## src/verilog/trt_map.svh

```systemverilog
// register indices, field positions, reset values and timing figures
`ifndef TRT_MAP_SVH
`define TRT_MAP_SVH
`define TRT_IDX_PA_RAMP 10'h052
`define TRT_IDX_PLL     10'h053
`define TRT_IDX_BOOST   10'h054
`define TRT_IDX_CTRL    10'h060
`define TRT_IDX_STAT    10'h061
`define TRT_IDX_DTB     10'h062
`define TRT_RST_PA_RAMP 8'h00
`define TRT_RST_PLL     8'h52
`define TRT_RST_BOOST   8'h54
`define TRT_RST_DTB     6'h00
`define TRT_F_TXMOD     6:4
`define TRT_F_LDORAMP   3:2
`define TRT_F_TXRAMP    1:0
`define TRT_F_PLLTS     7:3
`define TRT_F_POST_CAL_SETTLE_TIME     2:0
`define TRT_F_PRETH     5:2
`define TRT_C_TXGO      0
`define TRT_C_TXSTOP    1
`define TRT_C_COLD      2
`define TRT_C_RETUNE    3
`define TRT_CLK_MHZ     25
`define TRT_MODSTEP_US  4
`define TRT_RAMPSTEP_US 5
`define TRT_PLLSTEP_US  10
`define TRT_PRE_BITS    4
`define TRT_DTB_RXPH    6'h31
`define TRT_DTB_RXERR   6'h34
`endif

```

## src/verilog/trt_pkg.sv

```systemverilog
// types shared by the transmit ramp and pll settle timing block
package trt_pkg;
   typedef enum logic [2:0] {TX_IDLE, TX_LDO, TX_PA, TX_MOD, TX_DOWN} trt_tx_e;
   typedef enum logic [1:0] {PLL_IDLE, PLL_T0, PLL_TS, PLL_LOCK} trt_pll_e;
   // receive-path signals offered to the test bus
   typedef struct packed {
      logic header_bad;
      logic crc_bad;
      logic sync_seen;
      logic packet_hunting;
      logic preamble_ok;
      logic rx_packet_engine_on;
   } trt_rx_s;
   typedef logic [15:0] trt_cyc_t;
endpackage : trt_pkg

```

## src/verilog/trt_timer.sv

```systemverilog
// one-shot cycle timer: done pulses exactly len cycles after start, or one cycle after for a zero len
`timescale 1ns/1ns
module trt_timer
   import trt_pkg::*;
(
   input  wire logic     clk,
   input  wire logic     rst_b,
   input  wire logic     start,
   input  wire trt_cyc_t len,
   output logic          done
);
   trt_cyc_t cnt_ff;
   logic     done_ff;

   // a zero length still takes one cycle so no interval comes out short
   always_ff @(posedge clk) begin
      if (!rst_b) begin
         cnt_ff <= 16'h0000;
      end else if (start) begin
         cnt_ff <= (len == 16'h0000) ? 16'h0001 : len;
      end else if (cnt_ff != 16'h0000) begin
         cnt_ff <= cnt_ff - 16'h0001;
      end
   end

   always_ff @(posedge clk) begin
      if (!rst_b) begin
         done_ff <= 1'b0;
      end else begin
         done_ff <= (cnt_ff == 16'h0001) && !start;
      end
   end

   assign done = done_ff;
endmodule : trt_timer

```

## src/verilog/trt_top.sv

```systemverilog
// transmit ramp, pll settle and preamble window timing with test bus and apb registers
// Behaviour
// RULE_01: modulation waits programmed delay after amp on
// RULE_02: same delay applied on amplifier ramp down
// RULE_03: regulator ramp 5 to 20 us by code
// RULE_04: amplifier ramp-up 5 to 20 us by code
// RULE_05: retune waits soft settle time, 10 us units
// RULE_06: pll settle register resets to 0x52
// RULE_07: post-calibration settle 0 to 70 us
// RULE_08: post-calibration settle resets to 20 us
// RULE_09: cold start waits both settle times summed
// RULE_10: preamble window is threshold times four bits
// RULE_11: code 52 shows sync, checksum, header errors
// RULE_12: code 49 shows engine, preamble, hunting
// RULE_13: test bus code picks three pin signals
// RULE_14: counters never end before programmed time
// RULE_15: software programs timings before starting sequences
`timescale 1ns/1ns
`include "trt_map.svh"
module trt_top
   import trt_pkg::*;
#(
   parameter int CYC_PER_US = `TRT_CLK_MHZ
)
(
   input  wire logic        MCLK,
   input  wire logic        RST_B,
   input  wire logic        PSEL,
   input  wire logic        PENABLE,
   input  wire logic        PWRITE,
   input  wire logic [11:0] PADDR,
   input  wire logic [31:0] PWDATA,
   output logic [31:0]      PRDATA,
   output logic             PREADY,
   output logic             PSLVERR,
   input  wire logic        BIT_TICK,
   input  wire logic        PRE_START,
   input  wire trt_rx_s     RX_SIG,
   output logic             LDO_EN,
   output logic             PA_EN,
   output logic             PA_RAMP,
   output logic             MOD_EN,
   output logic             PLL_SETTLED,
   output logic             PRE_WIN_OPEN,
   output logic [2:0]       GPIO_TB
);
   localparam int MOD_STEP  = `TRT_MODSTEP_US * CYC_PER_US;
   localparam int RAMP_STEP = `TRT_RAMPSTEP_US * CYC_PER_US;
   localparam int PLL_STEP  = `TRT_PLLSTEP_US * CYC_PER_US;

   logic [7:0]  pa_ramp_reg_ff;
   logic [7:0]  pll_reg_ff;
   logic [7:0]  boost_reg_ff;
   logic [5:0]  dtb_sel_ff;
   logic [31:0] prdata_ff;
   logic        pready_ff;
   logic        pslverr_ff;
   logic [31:0] nxt_rdata;
   logic        nxt_err;
   logic        wr_go;
   logic        tx_go;
   logic        tx_stop;
   logic        cold_go;
   logic        retune_go;
   trt_tx_e     tx_st_ff;
   trt_tx_e     nxt_tx;
   trt_pll_e    pll_st_ff;
   trt_pll_e    nxt_pll;
   logic        ldo_en_ff;
   logic        pa_en_ff;
   logic        pa_ramp_ff;
   logic        mod_en_ff;
   logic        settled_ff;
   logic        cold_ff;
   logic        tx_tmr_go;
   trt_cyc_t    tx_tmr_len;
   logic        tx_tmr_done;
   logic        ramp_tmr_done;
   logic        pll_tmr_go;
   trt_cyc_t    pll_tmr_len;
   logic        pll_tmr_done;
   trt_cyc_t    mod_cyc;
   trt_cyc_t    ldo_cyc;
   trt_cyc_t    ramp_cyc;
   trt_cyc_t    ts_cyc;
   trt_cyc_t    t0_cyc;
   logic [5:0]  pre_cnt_ff;
   logic [5:0]  pre_len;
   logic        win_open_ff;
   logic [2:0]  gpio_ff;
   trt_cyc_t    pa_age_ff;
   trt_cyc_t    pll_age_ff;

   ////////////////////////////////////////////////////////////////////////////
   // apb slave

   // one wait state so read data leaves from a flop
   always_ff @(posedge MCLK) begin
      if (!RST_B) begin
         pready_ff  <= 1'b0;
         pslverr_ff <= 1'b0;
         prdata_ff  <= 32'h00000000;
      end else begin
         pready_ff  <= PSEL && PENABLE && !pready_ff;
         pslverr_ff <= PSEL && PENABLE && !pready_ff && nxt_err;
         prdata_ff  <= (PSEL && PENABLE && !PWRITE) ? nxt_rdata : 32'h00000000;
      end
   end

   assign PREADY  = pready_ff;
   assign PSLVERR = pslverr_ff;
   assign PRDATA  = prdata_ff;
   assign wr_go   = PSEL && PENABLE && PWRITE && pready_ff && !pslverr_ff;

   // decode: index times four, misaligned or unknown words answer with an error
   always_comb begin
      nxt_rdata = 32'h00000000;
      nxt_err   = 1'b0;
      if (PADDR[1:0] != 2'h0) begin
         nxt_err = 1'b1;
      end else begin
         case (PADDR[11:2])
            `TRT_IDX_PA_RAMP: nxt_rdata = {24'h000000, pa_ramp_reg_ff};
            `TRT_IDX_PLL:     nxt_rdata = {24'h000000, pll_reg_ff};
            `TRT_IDX_BOOST:   nxt_rdata = {24'h000000, boost_reg_ff};
            `TRT_IDX_CTRL:    nxt_rdata = 32'h00000000;
            `TRT_IDX_STAT:    nxt_rdata = {24'h000000, 1'b0, win_open_ff, settled_ff,
                                           pll_st_ff != PLL_IDLE && pll_st_ff != PLL_LOCK,
                                           mod_en_ff, pa_en_ff, ldo_en_ff,
                                           tx_st_ff != TX_IDLE};
            `TRT_IDX_DTB:     nxt_rdata = {26'h0000000, dtb_sel_ff};
            default:          nxt_err   = 1'b1;
         endcase
      end
   end

   // timing registers; reserved bits are kept as plain storage
   // RULE_06: pll register reset
   // RULE_08: post-calibration default 20 us
   always_ff @(posedge MCLK) begin
      if (!RST_B) begin
         pa_ramp_reg_ff <= `TRT_RST_PA_RAMP;
         pll_reg_ff     <= `TRT_RST_PLL;
         boost_reg_ff   <= `TRT_RST_BOOST;
         dtb_sel_ff     <= `TRT_RST_DTB;
      end else if (wr_go) begin
         case (PADDR[11:2])
            `TRT_IDX_PA_RAMP: pa_ramp_reg_ff <= PWDATA[7:0];
            `TRT_IDX_PLL:     pll_reg_ff     <= PWDATA[7:0];
            `TRT_IDX_BOOST:   boost_reg_ff   <= PWDATA[7:0];
            `TRT_IDX_DTB:     dtb_sel_ff     <= PWDATA[5:0];
            default:          ;
         endcase
      end
   end

   // command bits act once per write and never store
   assign tx_go     = wr_go && PADDR[11:2] == `TRT_IDX_CTRL && PWDATA[`TRT_C_TXGO];
   assign tx_stop   = wr_go && PADDR[11:2] == `TRT_IDX_CTRL && PWDATA[`TRT_C_TXSTOP];
   assign cold_go   = wr_go && PADDR[11:2] == `TRT_IDX_CTRL && PWDATA[`TRT_C_COLD];
   assign retune_go = wr_go && PADDR[11:2] == `TRT_IDX_CTRL && PWDATA[`TRT_C_RETUNE];

   ////////////////////////////////////////////////////////////////////////////
   // field codes to cycle counts

   // RULE_01: 4 us modulation steps
   assign mod_cyc  = trt_cyc_t'(32'(pa_ramp_reg_ff[`TRT_F_TXMOD]) * MOD_STEP);
   // RULE_03: code plus one, 5 us each
   assign ldo_cyc  = trt_cyc_t'((32'(pa_ramp_reg_ff[`TRT_F_LDORAMP]) + 1) * RAMP_STEP);
   // RULE_04: code plus one, 5 us each
   assign ramp_cyc = trt_cyc_t'((32'(pa_ramp_reg_ff[`TRT_F_TXRAMP]) + 1) * RAMP_STEP);
   // RULE_05: 10 us soft settle units
   assign ts_cyc   = trt_cyc_t'(32'(pll_reg_ff[`TRT_F_PLLTS]) * PLL_STEP);
   // RULE_07: 10 us initial settle steps
   assign t0_cyc   = trt_cyc_t'(32'(pll_reg_ff[`TRT_F_POST_CAL_SETTLE_TIME]) * PLL_STEP);

   ////////////////////////////////////////////////////////////////////////////
   // transmit sequencer

   // RULE_14: all intervals counted on mclk
   trt_timer u_tx_tmr (
      .clk   (MCLK),
      .rst_b (RST_B),
      .start (tx_tmr_go),
      .len   (tx_tmr_len),
      .done  (tx_tmr_done)
   );

   trt_timer u_ramp_tmr (
      .clk   (MCLK),
      .rst_b (RST_B),
      .start (tx_st_ff == TX_LDO && tx_tmr_done),
      .len   (ramp_cyc),
      .done  (ramp_tmr_done)
   );

   // regulator first, then amplifier with modulation held back, then ramp down
   always_comb begin
      nxt_tx     = tx_st_ff;
      tx_tmr_go  = 1'b0;
      tx_tmr_len = mod_cyc;
      case (tx_st_ff)
         TX_IDLE: begin
            if (tx_go) begin
               nxt_tx     = TX_LDO;
               tx_tmr_go  = 1'b1;
               tx_tmr_len = ldo_cyc;
            end
         end
         TX_LDO: begin
            if (tx_stop) begin
               nxt_tx = TX_IDLE;
            end else if (tx_tmr_done) begin
               // RULE_01: delay counts from amp on
               nxt_tx    = TX_PA;
               tx_tmr_go = 1'b1;
            end
         end
         TX_PA: begin
            if (tx_stop) begin
               nxt_tx    = TX_DOWN;
               tx_tmr_go = 1'b1;
            end else if (tx_tmr_done) begin
               nxt_tx = TX_MOD;
            end
         end
         TX_MOD: begin
            if (tx_stop) begin
               // RULE_02: same delay on ramp down
               nxt_tx    = TX_DOWN;
               tx_tmr_go = 1'b1;
            end
         end
         TX_DOWN: begin
            if (tx_tmr_done) begin
               nxt_tx = TX_IDLE;
            end
         end
         default: nxt_tx = TX_IDLE;
      endcase
   end

   always_ff @(posedge MCLK) begin
      if (!RST_B) begin
         tx_st_ff <= TX_IDLE;
      end else begin
         tx_st_ff <= nxt_tx;
      end
   end

   // enables follow the next state so they line up with it
   always_ff @(posedge MCLK) begin
      if (!RST_B) begin
         ldo_en_ff <= 1'b0;
         pa_en_ff  <= 1'b0;
         mod_en_ff <= 1'b0;
      end else begin
         ldo_en_ff <= nxt_tx != TX_IDLE;
         pa_en_ff  <= nxt_tx == TX_PA || nxt_tx == TX_MOD || nxt_tx == TX_DOWN;
         mod_en_ff <= nxt_tx == TX_MOD;
      end
   end

   // RULE_04: amplifier ramp window
   always_ff @(posedge MCLK) begin
      if (!RST_B) begin
         pa_ramp_ff <= 1'b0;
      end else if (tx_st_ff == TX_LDO && tx_tmr_done && !tx_stop) begin
         pa_ramp_ff <= 1'b1;
      end else if (ramp_tmr_done || !pa_en_ff) begin
         pa_ramp_ff <= 1'b0;
      end
   end

   assign LDO_EN  = ldo_en_ff;
   assign PA_EN   = pa_en_ff;
   assign PA_RAMP = pa_ramp_ff;
   assign MOD_EN  = mod_en_ff;

   ////////////////////////////////////////////////////////////////////////////
   // pll settle sequencer

   trt_timer u_pll_tmr (
      .clk   (MCLK),
      .rst_b (RST_B),
      .start (pll_tmr_go),
      .len   (pll_tmr_len),
      .done  (pll_tmr_done)
   );

   // requests while settling are dropped; the running wait is not disturbed
   always_comb begin
      nxt_pll     = pll_st_ff;
      pll_tmr_go  = 1'b0;
      pll_tmr_len = ts_cyc;
      case (pll_st_ff)
         PLL_IDLE, PLL_LOCK: begin
            if (cold_go) begin
               nxt_pll     = PLL_T0;
               pll_tmr_go  = 1'b1;
               pll_tmr_len = t0_cyc;
            end else if (retune_go) begin
               // RULE_05: retune waits soft time only
               nxt_pll    = PLL_TS;
               pll_tmr_go = 1'b1;
            end
         end
         PLL_T0: begin
            if (pll_tmr_done) begin
               // RULE_09: soft time follows initial time
               nxt_pll    = PLL_TS;
               pll_tmr_go = 1'b1;
            end
         end
         PLL_TS: begin
            if (pll_tmr_done) begin
               nxt_pll = PLL_LOCK;
            end
         end
         default: nxt_pll = PLL_IDLE;
      endcase
   end

   always_ff @(posedge MCLK) begin
      if (!RST_B) begin
         pll_st_ff  <= PLL_IDLE;
         settled_ff <= 1'b0;
         cold_ff    <= 1'b0;
      end else begin
         pll_st_ff  <= nxt_pll;
         settled_ff <= nxt_pll == PLL_LOCK;
         if (pll_tmr_go && pll_st_ff != PLL_T0) begin
            cold_ff <= nxt_pll == PLL_T0;
         end
      end
   end

   assign PLL_SETTLED = settled_ff;

   ////////////////////////////////////////////////////////////////////////////
   // invalid preamble window

   // RULE_10: threshold times four bit ticks
   assign pre_len = {boost_reg_ff[`TRT_F_PRETH], 2'b00};

   // a zero threshold never opens the window
   always_ff @(posedge MCLK) begin
      if (!RST_B) begin
         pre_cnt_ff  <= 6'h00;
         win_open_ff <= 1'b0;
      end else if (PRE_START) begin
         pre_cnt_ff  <= 6'h00;
         win_open_ff <= pre_len != 6'h00;
      end else if (win_open_ff && BIT_TICK) begin
         pre_cnt_ff <= pre_cnt_ff + 6'h01;
         if (pre_cnt_ff + 6'h01 == pre_len) begin
            win_open_ff <= 1'b0;
         end
      end
   end

   assign PRE_WIN_OPEN = win_open_ff;

   ////////////////////////////////////////////////////////////////////////////
   // digital test bus

   // RULE_13: code selects pin signals
   always_ff @(posedge MCLK) begin
      if (!RST_B) begin
         gpio_ff <= 3'h0;
      end else begin
         case (dtb_sel_ff)
            // RULE_12: engine, preamble, hunting
            `TRT_DTB_RXPH:  gpio_ff <= {RX_SIG.packet_hunting, RX_SIG.preamble_ok, RX_SIG.rx_packet_engine_on};
            // RULE_11: sync, checksum, header
            `TRT_DTB_RXERR: gpio_ff <= {RX_SIG.header_bad, RX_SIG.crc_bad, RX_SIG.sync_seen};
            default:        gpio_ff <= 3'h0;
         endcase
      end
   end

   assign GPIO_TB = gpio_ff;

   ////////////////////////////////////////////////////////////////////////////
   // checks

   // cycle ages seen only by the checks below
   always_ff @(posedge MCLK) begin
      if (!RST_B) begin
         pa_age_ff  <= 16'h0000;
         pll_age_ff <= 16'h0000;
      end else begin
         pa_age_ff  <= pa_en_ff ? pa_age_ff + 16'h0001 : 16'h0000;
         pll_age_ff <= (pll_st_ff == PLL_T0 || pll_st_ff == PLL_TS) ? pll_age_ff + 16'h0001 : 16'h0000;
      end
   end

   a_mod_delay_exact: assert property (@(posedge MCLK) disable iff (!RST_B) // RULE_01
      $rose(mod_en_ff) |-> pa_age_ff == ((mod_cyc == 16'h0000) ? 16'h0001 : mod_cyc) + 16'h0001)
      else $error("modulation started off its programmed delay");

   a_mod_ramp_down: assert property (@(posedge MCLK) disable iff (!RST_B) // RULE_02
      $fell(mod_en_ff) |-> pa_en_ff ##[1:1000] !pa_en_ff)
      else $error("amplifier did not hold through ramp down");

   a_ldo_before_pa: assert property (@(posedge MCLK) disable iff (!RST_B) // RULE_03
      $rose(pa_en_ff) |-> $past(ldo_en_ff) && ldo_en_ff)
      else $error("amplifier on before regulator ramp");

   a_pa_ramp_start: assert property (@(posedge MCLK) disable iff (!RST_B) // RULE_04
      $rose(pa_en_ff) && $past(tx_st_ff) == TX_LDO |-> pa_ramp_ff ##1 pa_ramp_ff)
      else $error("amplifier ramp window missing");

   a_retune_settle: assert property (@(posedge MCLK) disable iff (!RST_B) // RULE_05
      $rose(settled_ff) && !cold_ff |-> pll_age_ff > ts_cyc)
      else $error("retune settled too early");

   a_pll_reg_reset: assert property (@(posedge MCLK) disable iff (!RST_B) // RULE_06
      $past(!RST_B) |-> pll_reg_ff == 8'h52)
      else $error("pll settle register reset value wrong");

   a_t0_reset_20us: assert property (@(posedge MCLK) disable iff (!RST_B) // RULE_08
      $past(!RST_B) |-> 32'(pll_reg_ff[`TRT_F_POST_CAL_SETTLE_TIME]) * PLL_STEP == 20 * CYC_PER_US)
      else $error("initial settle default is not 20 us");

   a_cold_settle_sum: assert property (@(posedge MCLK) disable iff (!RST_B) // RULE_09
      $rose(settled_ff) && cold_ff |-> pll_age_ff > ts_cyc + t0_cyc)
      else $error("cold start settled before both times");

   a_pre_window_len: assert property (@(posedge MCLK) disable iff (!RST_B) // RULE_10
      $fell(win_open_ff) && !$past(PRE_START) |-> pre_cnt_ff == pre_len && $past(BIT_TICK))
      else $error("preamble window closed at wrong bit count");

   a_tb_code_52: assert property (@(posedge MCLK) disable iff (!RST_B) // RULE_11
      dtb_sel_ff == `TRT_DTB_RXERR |=>
         GPIO_TB == $past({RX_SIG.header_bad, RX_SIG.crc_bad, RX_SIG.sync_seen}))
      else $error("test bus code 52 routes wrong signals");

   a_tb_code_49: assert property (@(posedge MCLK) disable iff (!RST_B) // RULE_12
      dtb_sel_ff == `TRT_DTB_RXPH |=>
         GPIO_TB == $past({RX_SIG.packet_hunting, RX_SIG.preamble_ok, RX_SIG.rx_packet_engine_on}))
      else $error("test bus code 49 routes wrong signals");

   // the stop edge itself restarts the timer while modulation is still on, so tie to state instead
   a_mod_needs_pa: assert property (@(posedge MCLK) disable iff (!RST_B) // RULE_14
      mod_en_ff |-> pa_en_ff && ldo_en_ff && tx_st_ff == TX_MOD)
      else $error("modulation without amplifier");
endmodule : trt_top

```

## config.mk

```make
export PLATFORM = sky130hd
export DESIGN_NAME = trt_top
export DESIGN_NICKNAME = d
export VERILOG_FILES = /design/src/verilog/trt_pkg.sv /design/src/verilog/trt_timer.sv /design/src/verilog/trt_top.sv
export VERILOG_INCLUDE_DIRS = /design/src /design/src/verilog
export SDC_FILE = /design/constraint.sdc
export NUM_CORES = 1
export LEC_CHECK = 0
export ABC_CLOCK_PERIOD_IN_PS = 7000
export BUFFER_PORTS_ARGS = -buffer_cell sky130_fd_sc_hd__buf_2
export CAP_MARGIN = 20
export CORE_ASPECT_RATIO = 2
export CORE_MARGIN = 10
export CORE_UTILIZATION = 63
export CTS_CLUSTER_DIAMETER = 60
export DETAILED_ROUTE_END_ITERATION = 16
export HOLD_SLACK_MARGIN = 0.03
export MAX_ROUTING_LAYER = met4
export PLACE_DENSITY = 0.86
export SKIP_CTS_REPAIR_TIMING = 1
export SYNTH_ARGS = -nofsm -noshare
export SYNTH_HDL_FRONTEND = slang
export SYNTH_SLANG_ARGS = --single-unit
```

## constraint.sdc

```tcl
create_clock -name MCLK -period 7 [get_ports MCLK]
set_clock_uncertainty 0.2 [all_clocks]
set_input_delay 2.1 -clock MCLK [delete_from_list [all_inputs] [get_ports MCLK]]
set_output_delay 2.1 -clock MCLK [all_outputs]
set_load 0.01 [all_outputs]
```

; Word-level counts from Yosys, hierarchy flattened
; Index checks and enable logic that the tools add are counted.
[totals]
ff_bits = 135
in_bits = 57
out_inout_bits = 43
word_cells = 163
[op_classes]
n_addsub = 6
multipliers = 5
eq_ne = 24
muxes = 44
bitwise_logic = 2
n_reduce_logical = 59
[ops]
columns = cell, n
row1 = 16-bit two-way mux, 6
row2 = 10-bit by 7-bit equality test with 1-bit output (second input constant), 6
row3 = 16-bit by 1-bit equality test with 1-bit output (second input constant), 3
row4 = 16-bit zero test, 3
row5 = 16-bit nonzero test, 3
row6 = 16-bit by 1-bit subtractor with 16-bit output (second input constant), 3
row7 = 10-bit two-way mux, 4
row8 = 8-bit case mux with 5 select lines, 1
row9 = 13-bit two-way mux, 3
row10 = 3-bit by 7-bit multiplier with 10-bit output (second input constant), 3
row11 = 3-bit two-way mux, 7
row12 = 1-bit logical AND, 19
row13 = 2-bit nonzero test, 8
row14 = 3-bit case mux with 5 select lines, 1
row15 = 1-bit two-way mux, 14
row16 = 3-bit by 2-bit equality test with 1-bit output (second input constant), 4
row17 = 6-bit equality test (second input constant), 2
row18 = 5-bit by 7-bit multiplier with 12-bit output (second input constant), 1
row19 = 2-bit AND reduction, 5
row20 = 1-bit zero test, 8
row21 = 3-bit by 5-bit multiplier with 8-bit output (second input constant), 1
row22 = 2-bit two-way mux, 4
row23 = 2-bit by 1-bit adder with 3-bit output (second input constant), 2
row24 = 6-bit by 1-bit adder with 6-bit output (second input constant), 1
row25 = 19 further kinds, 28

; Logic depth before layout (Yosys ltp)
; Gate-level depths: netlist (run 1).
[logic_depth]
ltp_word = 11
ltp_mapped = 13
ltp_nobuf = 13

; Hierarchy
; From an unflattened synthesis (run 1), not the netlist that was laid out.
[hier_totals]
hier_cells = 962
hier_area_um2 = 8131.5
[modules_own_cells]
columns = module, instances, cells_each, area_each_um2, seq_area_each_um2
row1 = trt_top, 1, 551, 4873.4, 1201.2
row2 = trt_timer, 3, 137, 1086.0, 340.3

; Worst setup path after synthesis (run 1)
; No wires, ideal clock.
[synth_timing]
path_kind = input -> register
startpoint = input port PADDR[9]
endpoint = register u_tx_tmr.cnt_ff[6]
setup_ns = 0.115
t_arrival_ns = 3.972
required_ns = 6.685
slack_ns = 2.714
path_stages = 9
n_path_buf = 2
cell_sequence = or4b_4 nor4_4 and2_4 and3_1 buf_4 buf_2 mux2i_1 nor2_1 o21a_1
[synth_via]
elab_chain_cells = 8
word_cells_on_any_way = 14
classes_between = eq/ne: 1 / mux: 8 / reduce/logical: 5
[synth_lines]
columns = item, line_no
row1 = "start, declared", trt_top.sv:31  ; input wire logic [11:0] PADDR,
row2 = 10-bit by 7-bit equality test with 1-bit output (*), --
row3 = 1-bit logical AND (no line) (*), --
row4 = 1-bit logical AND, trt_top.sv:158  ; assign tx_go = wr_go && PADDR[11:2] == `TRT_IDX_CTRL && PWDATA[`TRT_C_TXGO];
row5 = 10-bit two-way mux, trt_top.sv:204  ; if (tx_go) begin
row6 = 10-bit two-way mux, trt_top.sv:202  ; case (tx_st_ff)
row7 = 16-bit zero test, trt_timer.sv:20  ; cnt_ff <= (len == 16'h0000) ? 16'h0001 : len;
row8 = 10-bit two-way mux, trt_timer.sv:20
row9 = 16-bit two-way mux, trt_timer.sv:19  ; end else if (start) begin
row10 = "end signal, assigned", trt_timer.sv:20
row11 = "end signal, assigned", trt_timer.sv:22  ; cnt_ff <= cnt_ff - 16'h0001;
row12 = "end, declared", trt_timer.sv:12  ; trt_cyc_t cnt_ff;
; Mark *: on every way between the ends. The rest lies on a longest branch, timed or not.
; A chain may end at the register's enable or synchronous reset.

; Final worst setup path (run 1)
[layout_timing]
startpoint = input port PADDR[9]
endpoint = register u_tx_tmr.cnt_ff[11]
[layout_via]
elab_chain_cells = 6
word_cells_on_any_way = 10
classes_between = eq/ne: 1 / mux: 5 / reduce/logical: 4
[layout_lines]
columns = item, line_no
row1 = 10-bit by 7-bit equality test with 1-bit output (*), --
row2 = 1-bit logical AND (no line) (*), --
row3 = "1-bit logical AND, on equally long branches", "trt_top.sv:159, trt_top.sv:158"
row4 = "1-bit two-way mux, on equally long branches", --
row5 = 1-bit case mux with 3 select lines (*), trt_top.sv:202
row6 = 16-bit two-way mux / 2-bit nonzero test (equally long branches), --
; Marks and branches as above.

==> results.txt, run 1 <==
----------------------------------------------------
[Yosys]
  Avg Synthesized Cell Area ... 8.71 sq um
  Count of state elements after synthesis ... 111
  Yosys warning total ... 0
  Ys flop type ... dfxtp_1
  Syn Inst Count ... 858
  Register area share after synthesis ... 29.7%
  Yosys cell types ... 73
  Async set-or-reset flop fraction in the synthesized netlist ... 0%
  Number of flops mapped to enable cells by yosys ... 0
  Syn Std Cell Area ... 7470 sq um

[Worst setup path]
  Largest fanout of any net on the critical path ... 20
  Startpoint types ... primary input
  Req. time, crit path ... 7090 ps
  Arrival @ worst endpoint ... 5100 ps
  Kind of critical path ... in -> reg
  Kind of end point of the critical path ... flip-flop

[Pwr]
  Internal power ... 1.40 mW
  Static leakage ... 3.40 nW
  Relative contribution of the clock network to total power ... 23.4%
  Combinational share of power ... 39.1%
  Fraction of power spent switching nets ... 38.2%
  Worst IR drop on VDD ... 0.000244 V
  Power density over the cells ... 283 nW/um^2
  Total design power ... 2.27 mW
  Net switching power ... 867 uW
  Part of the power in registers ... 37.5%

[CTS]
  Number of clock sinks ... 111
  Clock tree buffer depth ... 2
  Clock tree root buffer cell ... clkbuf_16
  Clock latency on the worst-skew pair ... 360 ps
  Number of H-tree levels ... 3
  Clock slew at the register clock pins of the worst setup and hold paths ... 80 ps
  Number of CTS-inserted buffers ... 9
  CTS tree ... done

[Cells and area]
  Final antenna diode count ... 0
  Layout cell share with drive strength beyond 1 ... 10.7%
  Final layout net count ... 1,025
  Post-route core utilization ... 68.5%
  Area grow syn2layout ... 7.20%

[Die]
  Core box area ... 11,700 sq um
  Die height ... 174 um
  Effective utilization at floorplan ... 63.9%
  Die width ... 97.0 um
  Number of I/O pins ... 100
  Total number of placement rows ... 56
  Total Die Area ... 16,900 sq um

[Global route]
  Residual overflow from global routing ... 0
  Overall global routing resource usage ... 21.3%
  Pin count of the biggest net entering global routing ... 69
  Vias in the first global route ... 6,528
  Initial antenna violation count ... 0
  First-pass GRT wire length ... 29,900 um

[Detailed routing]
  DRT antenna net count ... 0
  Post-Route WL ... 17,900 um
  Number of vias in the routed layout ... 6,276
  Via density per instance ... 6.03
  Initial DRC Count ... 438
  Length of the first detailed-routing pass in iterations ... 6
  DRC violation count after routing ... 0
  Routed length per placed instance ... 17.2 um

[Timing]
  Final cycle utilization of the critical path ... 71.5%
  Setup repair after global routing missed its margin ... false
  Final total negative setup slack ... 0 ps
  Final setup violation count ... 0
  Max Clock Freq ... 0.200 GHz
  Final Max Tran Viols ... 0
  Hold violation count in the final report ... 0
  Clock period minus worst slack ... 5000 ps
  Actual slew at the worst max-slew pin ... 1060 ps
  Tightest slew margin relative to the limit ... 29.3%

[Flow run]
  Max-Cap Viols ... 0

[Placement]
  Count of port buffers added during placement ... 51
  Half-perimeter wire length after placement ... 13,600 um
  Routability congestion estimate from global placement ... 0.972

[Worst hold path]
  Worst hold path type ... reg -> reg

[Run status]
  Run status ... finished, final reports clean

----------------------------------------------------
==> layer usage <==
layer	GRT usage (%)	vias to the layer above	part of all wire (%)
met2	39.1	209	54
met3	4.01	79	5.5
met5	-	-	0
li1	-	3008	-
met1	19.7	2980	35
met4	13.0	0	5.9
==> critical path: stages <==
cell and delay [ps]:
buf_2 100, or4b_4 560, nor4_4 430, nand3_1 310, nand2_1 190, nor3b_2 860
nand2_1 370, nor2_1 180
==> metrics by stage <==
stage / setup WS [ps] / instance area [sq um] / cells / hold slack [ps]
2_1_floorplan: 2710 / 7560 / 881 / 240
3_3_place_gp: 1690 / 7690 / 1023 / 248
3_5_place_dp: 1670 / 7690 / 1023 / 255
4_1_cts: 2020 / 8000 / 1039 / 267
5_1_grt: 1720 / 8010 / 1040 / 285
6_report: 2000 / 8010 / 1040 / 275
==> sequential cells by signal (all words and copies together), names as in the netlist, 6 cells and up <==
signal and count:
PRDATA 8, u_ramp_tmr.cnt_ff 16, u_tx_tmr.cnt_ff 16, u_pll_tmr.cnt_ff 16, dtb_sel_ff 6, pa_ramp_reg_ff 8
pll_reg_ff 8, boost_reg_ff 8, pre_cnt_ff 6
==> cells in the mapped netlist (6+ instances only) <==
library cell  number  area (sq um)
a21oi_1           42           210
a222oi_1           7          70.1
a22oi_1            6          45.0
and2_1             6          37.5
and3_1            12          75.1
buf_2              7          35.0
buf_4             27           203
clkbuf_1          22          82.6
dfxtp_1          111          2220
fa_1              18           360
ha_1              60           751
inv_1             53           199
mux2_2             6          67.6
mux2i_1           36           360
nand2_1           75           282
nand2b_1           6          37.5
nand3_1           21           105
nand3b_1           6          45.0
nor2_1            66           248
nor2b_1           32           200
nor3_1            22           110
nor4_1            15          93.8
o211ai_1          11          82.6
o21a_1             9          67.6
o21ai_0           22           110
or3_1             12          75.1
or4_1             10          75.1
xnor2_1           37           324
xor2_1            22           193
==> cell families after synthesis <==
logic type | Yosys count | share of synthesized area, %
AO/OA/AOI/OAI | 141 | 12.9
AND/OR/NAND/NOR | 315 | 22.7
other | 1 | 0.0502
flip-flops | 111 | 29.7
buffers and inverters | 111 | 7.15
XOR/XNOR | 59 | 6.91
adder cells (fa/ha/maj) | 78 | 14.9
multiplexers | 42 | 5.73
==> path summary, 6_finish.rpt <==
| path | cells after the start | slack (ps) | endpoint | start |
|---|---|---|---|---|
| worst max-delay path | 8 | 2000 | u_tx_tmr.cnt_ff[11]$_SDFFE_PN0P_ | PADDR[9] |
| worst min-delay path | 1 | 270 | PREADY$_SDFF_PN0_ | PREADY$_SDFF_PN0_ |
| worst max register to register | 12 | 2840 | u_pll_tmr.cnt_ff[0]$_SDFFE_PN0P_ | pll_reg_ff[5]$_SDFFE_PN0P_ |
| worst min register to register | 1 | 270 | PREADY$_SDFF_PN0_ | PREADY$_SDFF_PN0_ |
==> cells in the final DEF, fill, tap and decap left out, types with 4 or more instances in the layout <==
cell type / n
dfxtp_1: 111
nand2_1: 75
nor2_1: 66
ha_1: 60
inv_1: 53
buf_2: 51
a21oi_1: 42
xnor2_1: 37
mux2i_1: 36
nor2b_1: 32
conb_1: 24
nor3_1: 22
o21ai_0: 22
xor2_1: 22
nand3_1: 21
fa_1: 18
nor4_1: 15
and3_1: 12
or3_1: 12
o211ai_1: 11
or4_1: 10
o21a_1: 9
clkbuf_16: 9
a222oi_1: 7
nand3b_1: 6
and2_1: 6
mux2_2: 6
a22oi_1: 6
nand2b_1: 6
nand4_1: 5
o211a_1: 5
a31oi_1: 4
a21o_1: 4
nor3b_1: 4
and4_1: 4
clkinv_8: 4
==> final cells by class <==
class	count	area, sq um
Inverter	54	203
Clock inverter	7	91.3
Tap cell	145	181
Clock buffer	9	225
Multi-Input combinational cell	659	4800
Timing Repair Buffer	55	285
Fill cell	908	3690
Sequential cell	111	2220
==> power groups by stage <==
stage | combinational, mW | clock, mW | sequential (mW)
detailed placement | 0.870 | 0 | 0.859
global route | 0.992 | 0.561 | 0.866
CTS | 0.880 | 0.532 | 0.846
floorplan | 0.725 | 0 | 0.835
finish | 0.888 | 0.530 | 0.850
global placement | 0.843 | 0 | 0.855
(Power assumes the default switching activity.)
==> inputs of run 2 (changes only) <==
--- a/config.mk
+++ b/config.mk
@@ -6,17 +6,17 @@
 export SDC_FILE = /design/constraint.sdc
 export NUM_CORES = 1
 export LEC_CHECK = 0
-export ABC_CLOCK_PERIOD_IN_PS = 7000
+export ABC_CLOCK_PERIOD_IN_PS = 4150
 export BUFFER_PORTS_ARGS = -buffer_cell sky130_fd_sc_hd__buf_2
 export CAP_MARGIN = 20
 export CORE_ASPECT_RATIO = 2
 export CORE_MARGIN = 10
-export CORE_UTILIZATION = 63
+export CORE_UTILIZATION = 53
 export CTS_CLUSTER_DIAMETER = 60
 export DETAILED_ROUTE_END_ITERATION = 16
 export HOLD_SLACK_MARGIN = 0.03
 export MAX_ROUTING_LAYER = met4
-export PLACE_DENSITY = 0.86
+export PLACE_DENSITY = 0.77
 export SKIP_CTS_REPAIR_TIMING = 1
 export SYNTH_ARGS = -nofsm -noshare
 export SYNTH_HDL_FRONTEND = slang
==> constraint.sdc (replaced) <==
create_clock -name MCLK -period 4.15 [get_ports MCLK]
set_clock_uncertainty 0.2 [all_clocks]
set_input_delay 1.245 -clock MCLK [delete_from_list [all_inputs] [get_ports MCLK]]
set_output_delay 1.245 -clock MCLK [all_outputs]
set_load 0.01 [all_outputs]
==> run 2 against run 1 <==
Global-route usage is 2.7 points lower; core utilization down 9.3 points; register-to-register slack got worse by 2600 ps; die area is 16% higher; count of clock-buffer cells in the layout unchanged; sequential power is 68% higher; critical path depth is 5 higher; cell area up 2.6%; via count fell by 2.4%; critical path type is now reg -> reg.
==> results.txt, run 2 (synthesized netlist as in run 1, its figures left out) <==
----------------------------------------------------
[Run status]
  Run status ... finished, final reports clean

[CTS]
  Clock slew at the register clock pins of the worst setup and hold paths ... 80 ps
  CTS tree ... done
  Number of H-tree levels ... 3
  Number of CTS-inserted buffers ... 9
  Number of clock sinks ... 111
  Clock tree root buffer cell ... clkbuf_16
  Clock latency on the worst-skew pair ... 360 ps
  Clock tree buffer depth ... 2

[Cells and area]
  Leading cell type in the layout, fill and taps excluded ... dfxtp_1
  Fill cell instance count of the final layout ... 1,259
  Area grow syn2layout ... 9.94%
  Final antenna diode count ... 0
  Layout cell share with drive strength beyond 1 ... 12.7%
  Commonest cells after routing, fill and taps aside ... dfxtp_1, nand2_1, nor2_1
  Top Registers ... u_pll_tmr.cnt_ff (16), u_ramp_tmr.cnt_ff (16), u_tx_tmr.cnt_ff (16)
  Post-route core utilization ... 59.2%
  Storage element area ... 2220 sq um
  Final Instance Area ... 8220 sq um
  Final layout net count ... 1,044
  Multi-input logic area ... 4810 sq um

[Worst setup path]
  R2R Path End ... u_pll_tmr.cnt_ff[0]$_SDFFE_PN0P_
  Largest fanout of any net on the critical path ... 5
  Count of cells along the worst register-to-register path ... 13
  Worst reg2reg startpoint ... pll_reg_ff[6]$_SDFFE_PN1P_
  Kind of critical path ... reg -> reg
  Destination of the critical timing path ... u_pll_tmr.cnt_ff[0]$_SDFFE_PN0P_
  Worst setup path startpoint ... pll_reg_ff[6]$_SDFFE_PN1P_
  Req. time, crit path ... 4220 ps
  Arrival @ worst endpoint ... 3960 ps
  Startpoint types ... flip-flop
  Kind of end point of the critical path ... flip-flop
  R2r setup slk ... 260 ps

[Pwr]
  Power density over the cells ... 462 nW/um^2
  Static leakage ... 3.50 nW
  Worst IR drop on VDD ... 0.000215 V

[Global route]
  Overall global routing resource usage ... 18.6%
  Pin count of the biggest net entering global routing ... 44
  Residual overflow from global routing ... 0
  First-pass GRT wire length ... 29,600 um
  Initial antenna violation count ... 0
  Vias in the first global route ... 6,253

[Timing]
  Max Clock Freq ... 0.257 GHz
  Final setup violation count ... 0
  Clock period minus worst slack ... 3890 ps
  Tightest slew margin relative to the limit ... 44.5%
  Tightest hold margin ... 278 ps
  Final cycle utilization of the critical path ... 93.8%
  Setup repair after global routing missed its margin ... false
  Hold violation count in the final report ... 0
  Actual slew at the worst max-slew pin ... 824 ps
  Final Max Tran Viols ... 0
  Setup ws final ... 259 ps
  Final total negative setup slack ... 0 ps

[Placement]
  Half-perimeter wire length after placement ... 14,100 um
  Placed instance area ... 7910 sq um
  Worst setup slack after placement ... 201 ps
  Count of port buffers added during placement ... 51
  Routability congestion estimate from global placement ... 0.921

[Flow run]
  Max-Cap Viols ... 0

[Die]
  Number of I/O pins ... 100
  Core box area ... 13,900 sq um
  Effective utilization at floorplan ... 53.8%
  Die height ... 188 um
  Total number of placement rows ... 61
  Die width ... 104 um
  Total Die Area ... 19,500 sq um

[Detailed routing]
  DRC violation count after routing ... 0
  DRT antenna net count ... 0
  Initial DRC Count ... 228
  Via density per instance ... 5.55
  Length of the first detailed-routing pass in iterations ... 5
  Number of vias in the routed layout ... 6,126
  Routed length per placed instance ... 16.2 um
  Post-Route WL ... 17,900 um

[Worst hold path]
  Worst hold path type ... reg -> reg

----------------------------------------------------
[run 2: cell count changes in the layout (fill, tap and decap cells not counted), sizes merged]
| cell | previous run | this run |
|---|---|---|
| clkbuf | 10 | 9 |
| buf | 54 | 74 |
[run 2: worst min-delay path by stage]
stage | slack, ps | endpoint | cells past startpoint | start
after global placement | 240 | PREADY$_SDFF_PN0_ | 1 | PREADY$_SDFF_PN0_
after CTS | 270 | PREADY$_SDFF_PN0_ | 1 | PREADY$_SDFF_PN0_
after global routing | 290 | pre_cnt_ff[1]$_SDFFE_PP0P_ | 2 | pre_cnt_ff[1]$_SDFFE_PP0P_
final | 280 | PREADY$_SDFF_PN0_ | 1 | PREADY$_SDFF_PN0_
after detailed placement | 250 | PREADY$_SDFF_PN0_ | 1 | PREADY$_SDFF_PN0_
after floorplan | 240 | boost_reg_ff[6]$_SDFFE_PN1P_ | 2 | boost_reg_ff[6]$_SDFFE_PN1P_
[run 2: cell type report]
class	count	area share (%)
clock buffers	9	2.74
multi-input cells	659	58.5
inverters	54	2.47
clock inverters	7	1.02
well taps	189	2.88
flip-flops and latches	111	27.0
repair buffers	74	5.36
[run 2: metrics by stage]
stage / power, mW / instances
final: 3.79 / 1103
after global routing: 4.06 / 1103
after CTS: 3.81 / 1103
after detailed placement: 2.92 / 1087
after global placement: 2.88 / 1087
after floorplan: 2.63 / 881
[run 2: power breakdown]
part	internal [mW]	switching (mW)	leakage (nW)
logic	0.677	0.800	2.44
clock network	0.433	0.456	0.151
registers	1.25	0.173	0.903
total	2.36	1.43	3.50
[run 2: metal layers]
metal  GRT usage (%)  vias up  part of all wire, %
li1                -     3040                    -
met1            16.7     2897                   36
met2            36.4      131                   56
met3            3.02       58                  3.7
met4            8.93        0                  4.2
met5               -        -                    0
[run 2: worst max-delay path: stages (launching register included)]
cell and delay, ps:
dfxtp_1 380, fa_2 520, fa_1 540, inv_1 60, fa_1 490, inv_1 40
ha_1 350, nor2_1 70, a21oi_1 220, nand2_1 110, a21oi_1 180, xnor2_1 120
o31a_1 290, o32ai_1 240
==> inputs of run 3 (changes only) <==
--- a/config.mk
+++ b/config.mk
@@ -14,6 +14,7 @@
 export CORE_UTILIZATION = 53
 export CTS_CLUSTER_DIAMETER = 60
 export DETAILED_ROUTE_END_ITERATION = 16
+export GPL_TIMING_DRIVEN = 0
 export HOLD_SLACK_MARGIN = 0.03
 export MAX_ROUTING_LAYER = met4
 export PLACE_DENSITY = 0.77
==> run 3 against run 2 <==
Highest routed layer unchanged; die area stayed put; critical path depth fell by 1; global-route usage up 0.56 points; largest power group unchanged.
==> results.txt, run 3 (synthesized netlist as in run 1, its figures left out) <==
----------------------------------------------------
[Global route]
  Pin count of the biggest net entering global routing ... 20
  Overall global routing resource usage ... 19.2%
  Vias in the first global route ... 6,288
  Initial antenna violation count ... 0
  First-pass GRT wire length ... 30,300 um
  Residual overflow from global routing ... 0

[CTS]
  Number of CTS-inserted buffers ... 9
  Clock tree buffer depth ... 2
  Clock latency on the worst-skew pair ... 360 ps
  Clock tree root buffer cell ... clkbuf_16
  Clock slew at the register clock pins of the worst setup and hold paths ... 70 ps
  Number of clock sinks ... 111
  CTS tree ... done
  Number of H-tree levels ... 3

[Worst hold path]
  Worst hold path cell count ... 1
  Endpoint with the worst hold slack ... PREADY$_SDFF_PN0_
  Worst hold path type ... reg -> reg
  Start point of the worst min-delay path ... PREADY$_SDFF_PN0_

[Timing]
  Actual slew at the worst max-slew pin ... 925 ps
  Setup repair after global routing missed its margin ... false
  Tightest slew margin relative to the limit ... 37.8%
  Final cycle utilization of the critical path ... 95.4%
  Clock period minus worst slack ... 3960 ps
  Hold violation count in the final report ... 0
  Final setup violation count ... 0
  Final Max Tran Viols ... 0
  Max Clock Freq ... 0.253 GHz
  Setup ws final ... 191 ps

[Die]
  Core box area ... 13,900 sq um
  Die width ... 104 um
  Number of I/O pins ... 100
  Total Die Area ... 19,500 sq um
  Die height ... 188 um
  Effective utilization at floorplan ... 53.8%
  Total number of placement rows ... 61

[Placement]
  Placed instance area ... 8040 sq um
  Count of port buffers added during placement ... 49
  Routability congestion estimate from global placement ... 0.927
  Half-perimeter wire length after placement ... 14,600 um
  Worst setup slack after placement ... -15.6 ps

[Cells and area]
  Leading cell type in the layout, fill and taps excluded ... dfxtp_1
  Final Instance Area ... 8350 sq um
  Storage element area ... 2230 sq um
  Layout cell share with drive strength beyond 1 ... 13.7%
  Area grow syn2layout ... 11.8%
  Fill cell instance count of the final layout ... 1,259
  Final layout net count ... 1,077
  Multi-input logic area ... 4810 sq um
  Top Registers ... u_pll_tmr.cnt_ff (16), u_ramp_tmr.cnt_ff (16), u_tx_tmr.cnt_ff (16)
  Final antenna diode count ... 0
  Commonest cells after routing, fill and taps aside ... dfxtp_1, nand2_1, nor2_1

[Flow run]
  Max-Cap Viols ... 0

[Detailed routing]
  Routed length per placed instance ... 16.3 um
  DRT antenna net count ... 0
  Length of the first detailed-routing pass in iterations ... 5
  Number of vias in the routed layout ... 6,287
  Initial DRC Count ... 335
  Via density per instance ... 5.53
  Post-Route WL ... 18,500 um
  DRC violation count after routing ... 0

[Pwr]
  Static leakage ... 3.57 nW
  Power density over the cells ... 452 nW/um^2
  Worst IR drop on VDD ... 0.000225 V

[Worst setup path]
  Largest fanout of any net on the critical path ... 7
  Delay of the slowest cell on the worst path ... 510 ps
  Cell chain of the critical path ... fa_2 > fa_1 > inv_1 > fa_1 > inv_1 > ha_1 > and4_1 > nor3_1 > xor2_1 > and4_1 > o211ai_1 > o32ai_1
  Critical Path Stages ... 12
  Slowest stage cell, crit path ... fa_1
  Kind of critical path ... reg -> reg
  Count of cells along the worst register-to-register path ... 12
  Critical path buffer and inverter count ... 2
  Arrival @ worst endpoint ... 4010 ps
  Worst reg2reg startpoint ... pll_reg_ff[5]$_SDFFE_PN0P_
  Startpoint types ... flip-flop
  R2R Path End ... u_pll_tmr.cnt_ff[0]$_SDFFE_PN0P_
  Kind of end point of the critical path ... flip-flop
  Cell family with most CP delay ... adder cells
  Req. time, crit path ... 4200 ps
  R2r setup slk ... 190 ps

[Run status]
  Run status ... finished, final reports clean

----------------------------------------------------
run 3: final cells by class:
class | instances | share of cell area, %
Multi-Input combinational cell | 659 | 57.5
Sequential cell | 111 | 26.7
Inverter | 54 | 2.43
Clock buffer | 10 | 2.86
Tap cell | 189 | 2.83
Clock inverter | 6 | 0.629
Timing Repair Buffer | 50 | 3.03
Buffer | 57 | 3.97
run 3: worst max path at each step:
stage | startpoint | endpoint | slack [ps]
global placement | pll_reg_ff[5]$_SDFFE_PN0P_ | u_pll_tmr.cnt_ff[0]$_SDFFE_PN0P_ | 50
CTS | pll_reg_ff[5]$_SDFFE_PN0P_ | u_pll_tmr.cnt_ff[0]$_SDFFE_PN0P_ | -40
global route | pll_reg_ff[5]$_SDFFE_PN0P_ | u_pll_tmr.cnt_ff[0]$_SDFFE_PN0P_ | 20
floorplan | pll_reg_ff[5]$_SDFFE_PN0P_ | u_pll_tmr.cnt_ff[0]$_SDFFE_PN0P_ | 450
detailed placement | pll_reg_ff[5]$_SDFFE_PN0P_ | u_pll_tmr.cnt_ff[0]$_SDFFE_PN0P_ | -20
finish | pll_reg_ff[5]$_SDFFE_PN0P_ | u_pll_tmr.cnt_ff[0]$_SDFFE_PN0P_ | 190
run 3: metrics by stage:
stage               power, mW  hold slack (ps)  TNS, ps  utilization [%]  std cells
CTS                      3.79              267    -39.7             60.0       1135
global route             4.07              293        0             60.1       1136
detailed placement       2.93              255    -15.6             57.9       1119
finish                   3.77              263        0             60.1       1136
global placement         2.90              246        0             57.9       1119
floorplan                2.63              240        0                -        881
run 3: worst register-to-register path, delay by kind of cell (launching register included):
| family | cells | cell delay, ps |
|---|---|---|
| AOI/OAI and AO/OA | 2 | 470 |
| and+or+nand+nor | 3 | 610 |
| adders and majority gates | 4 | 1850 |
| DFF | 1 | 420 |
| buffers and inverters | 2 | 90 |
| xor gates and xnor gates | 1 | 200 |
run 3: power breakdown:
group	internal (mW)	switching (mW)	leakage, nW
Sequential	1.25	0.176	0.904
Combinational	0.692	0.796	2.53
Clock	0.435	0.423	0.143
Total	2.38	1.39	3.57
run 3: layer usage:
metal	part of all wire [%]	track usage [%]	vias to the layer above	wire (um)
li1	-	-	3107	-
met1	36	17.9	2952	6600
met2	56	36.7	172	10400
met3	4.2	3.16	56	775
met4	4.1	8.93	0	750
met5	0	-	-	0
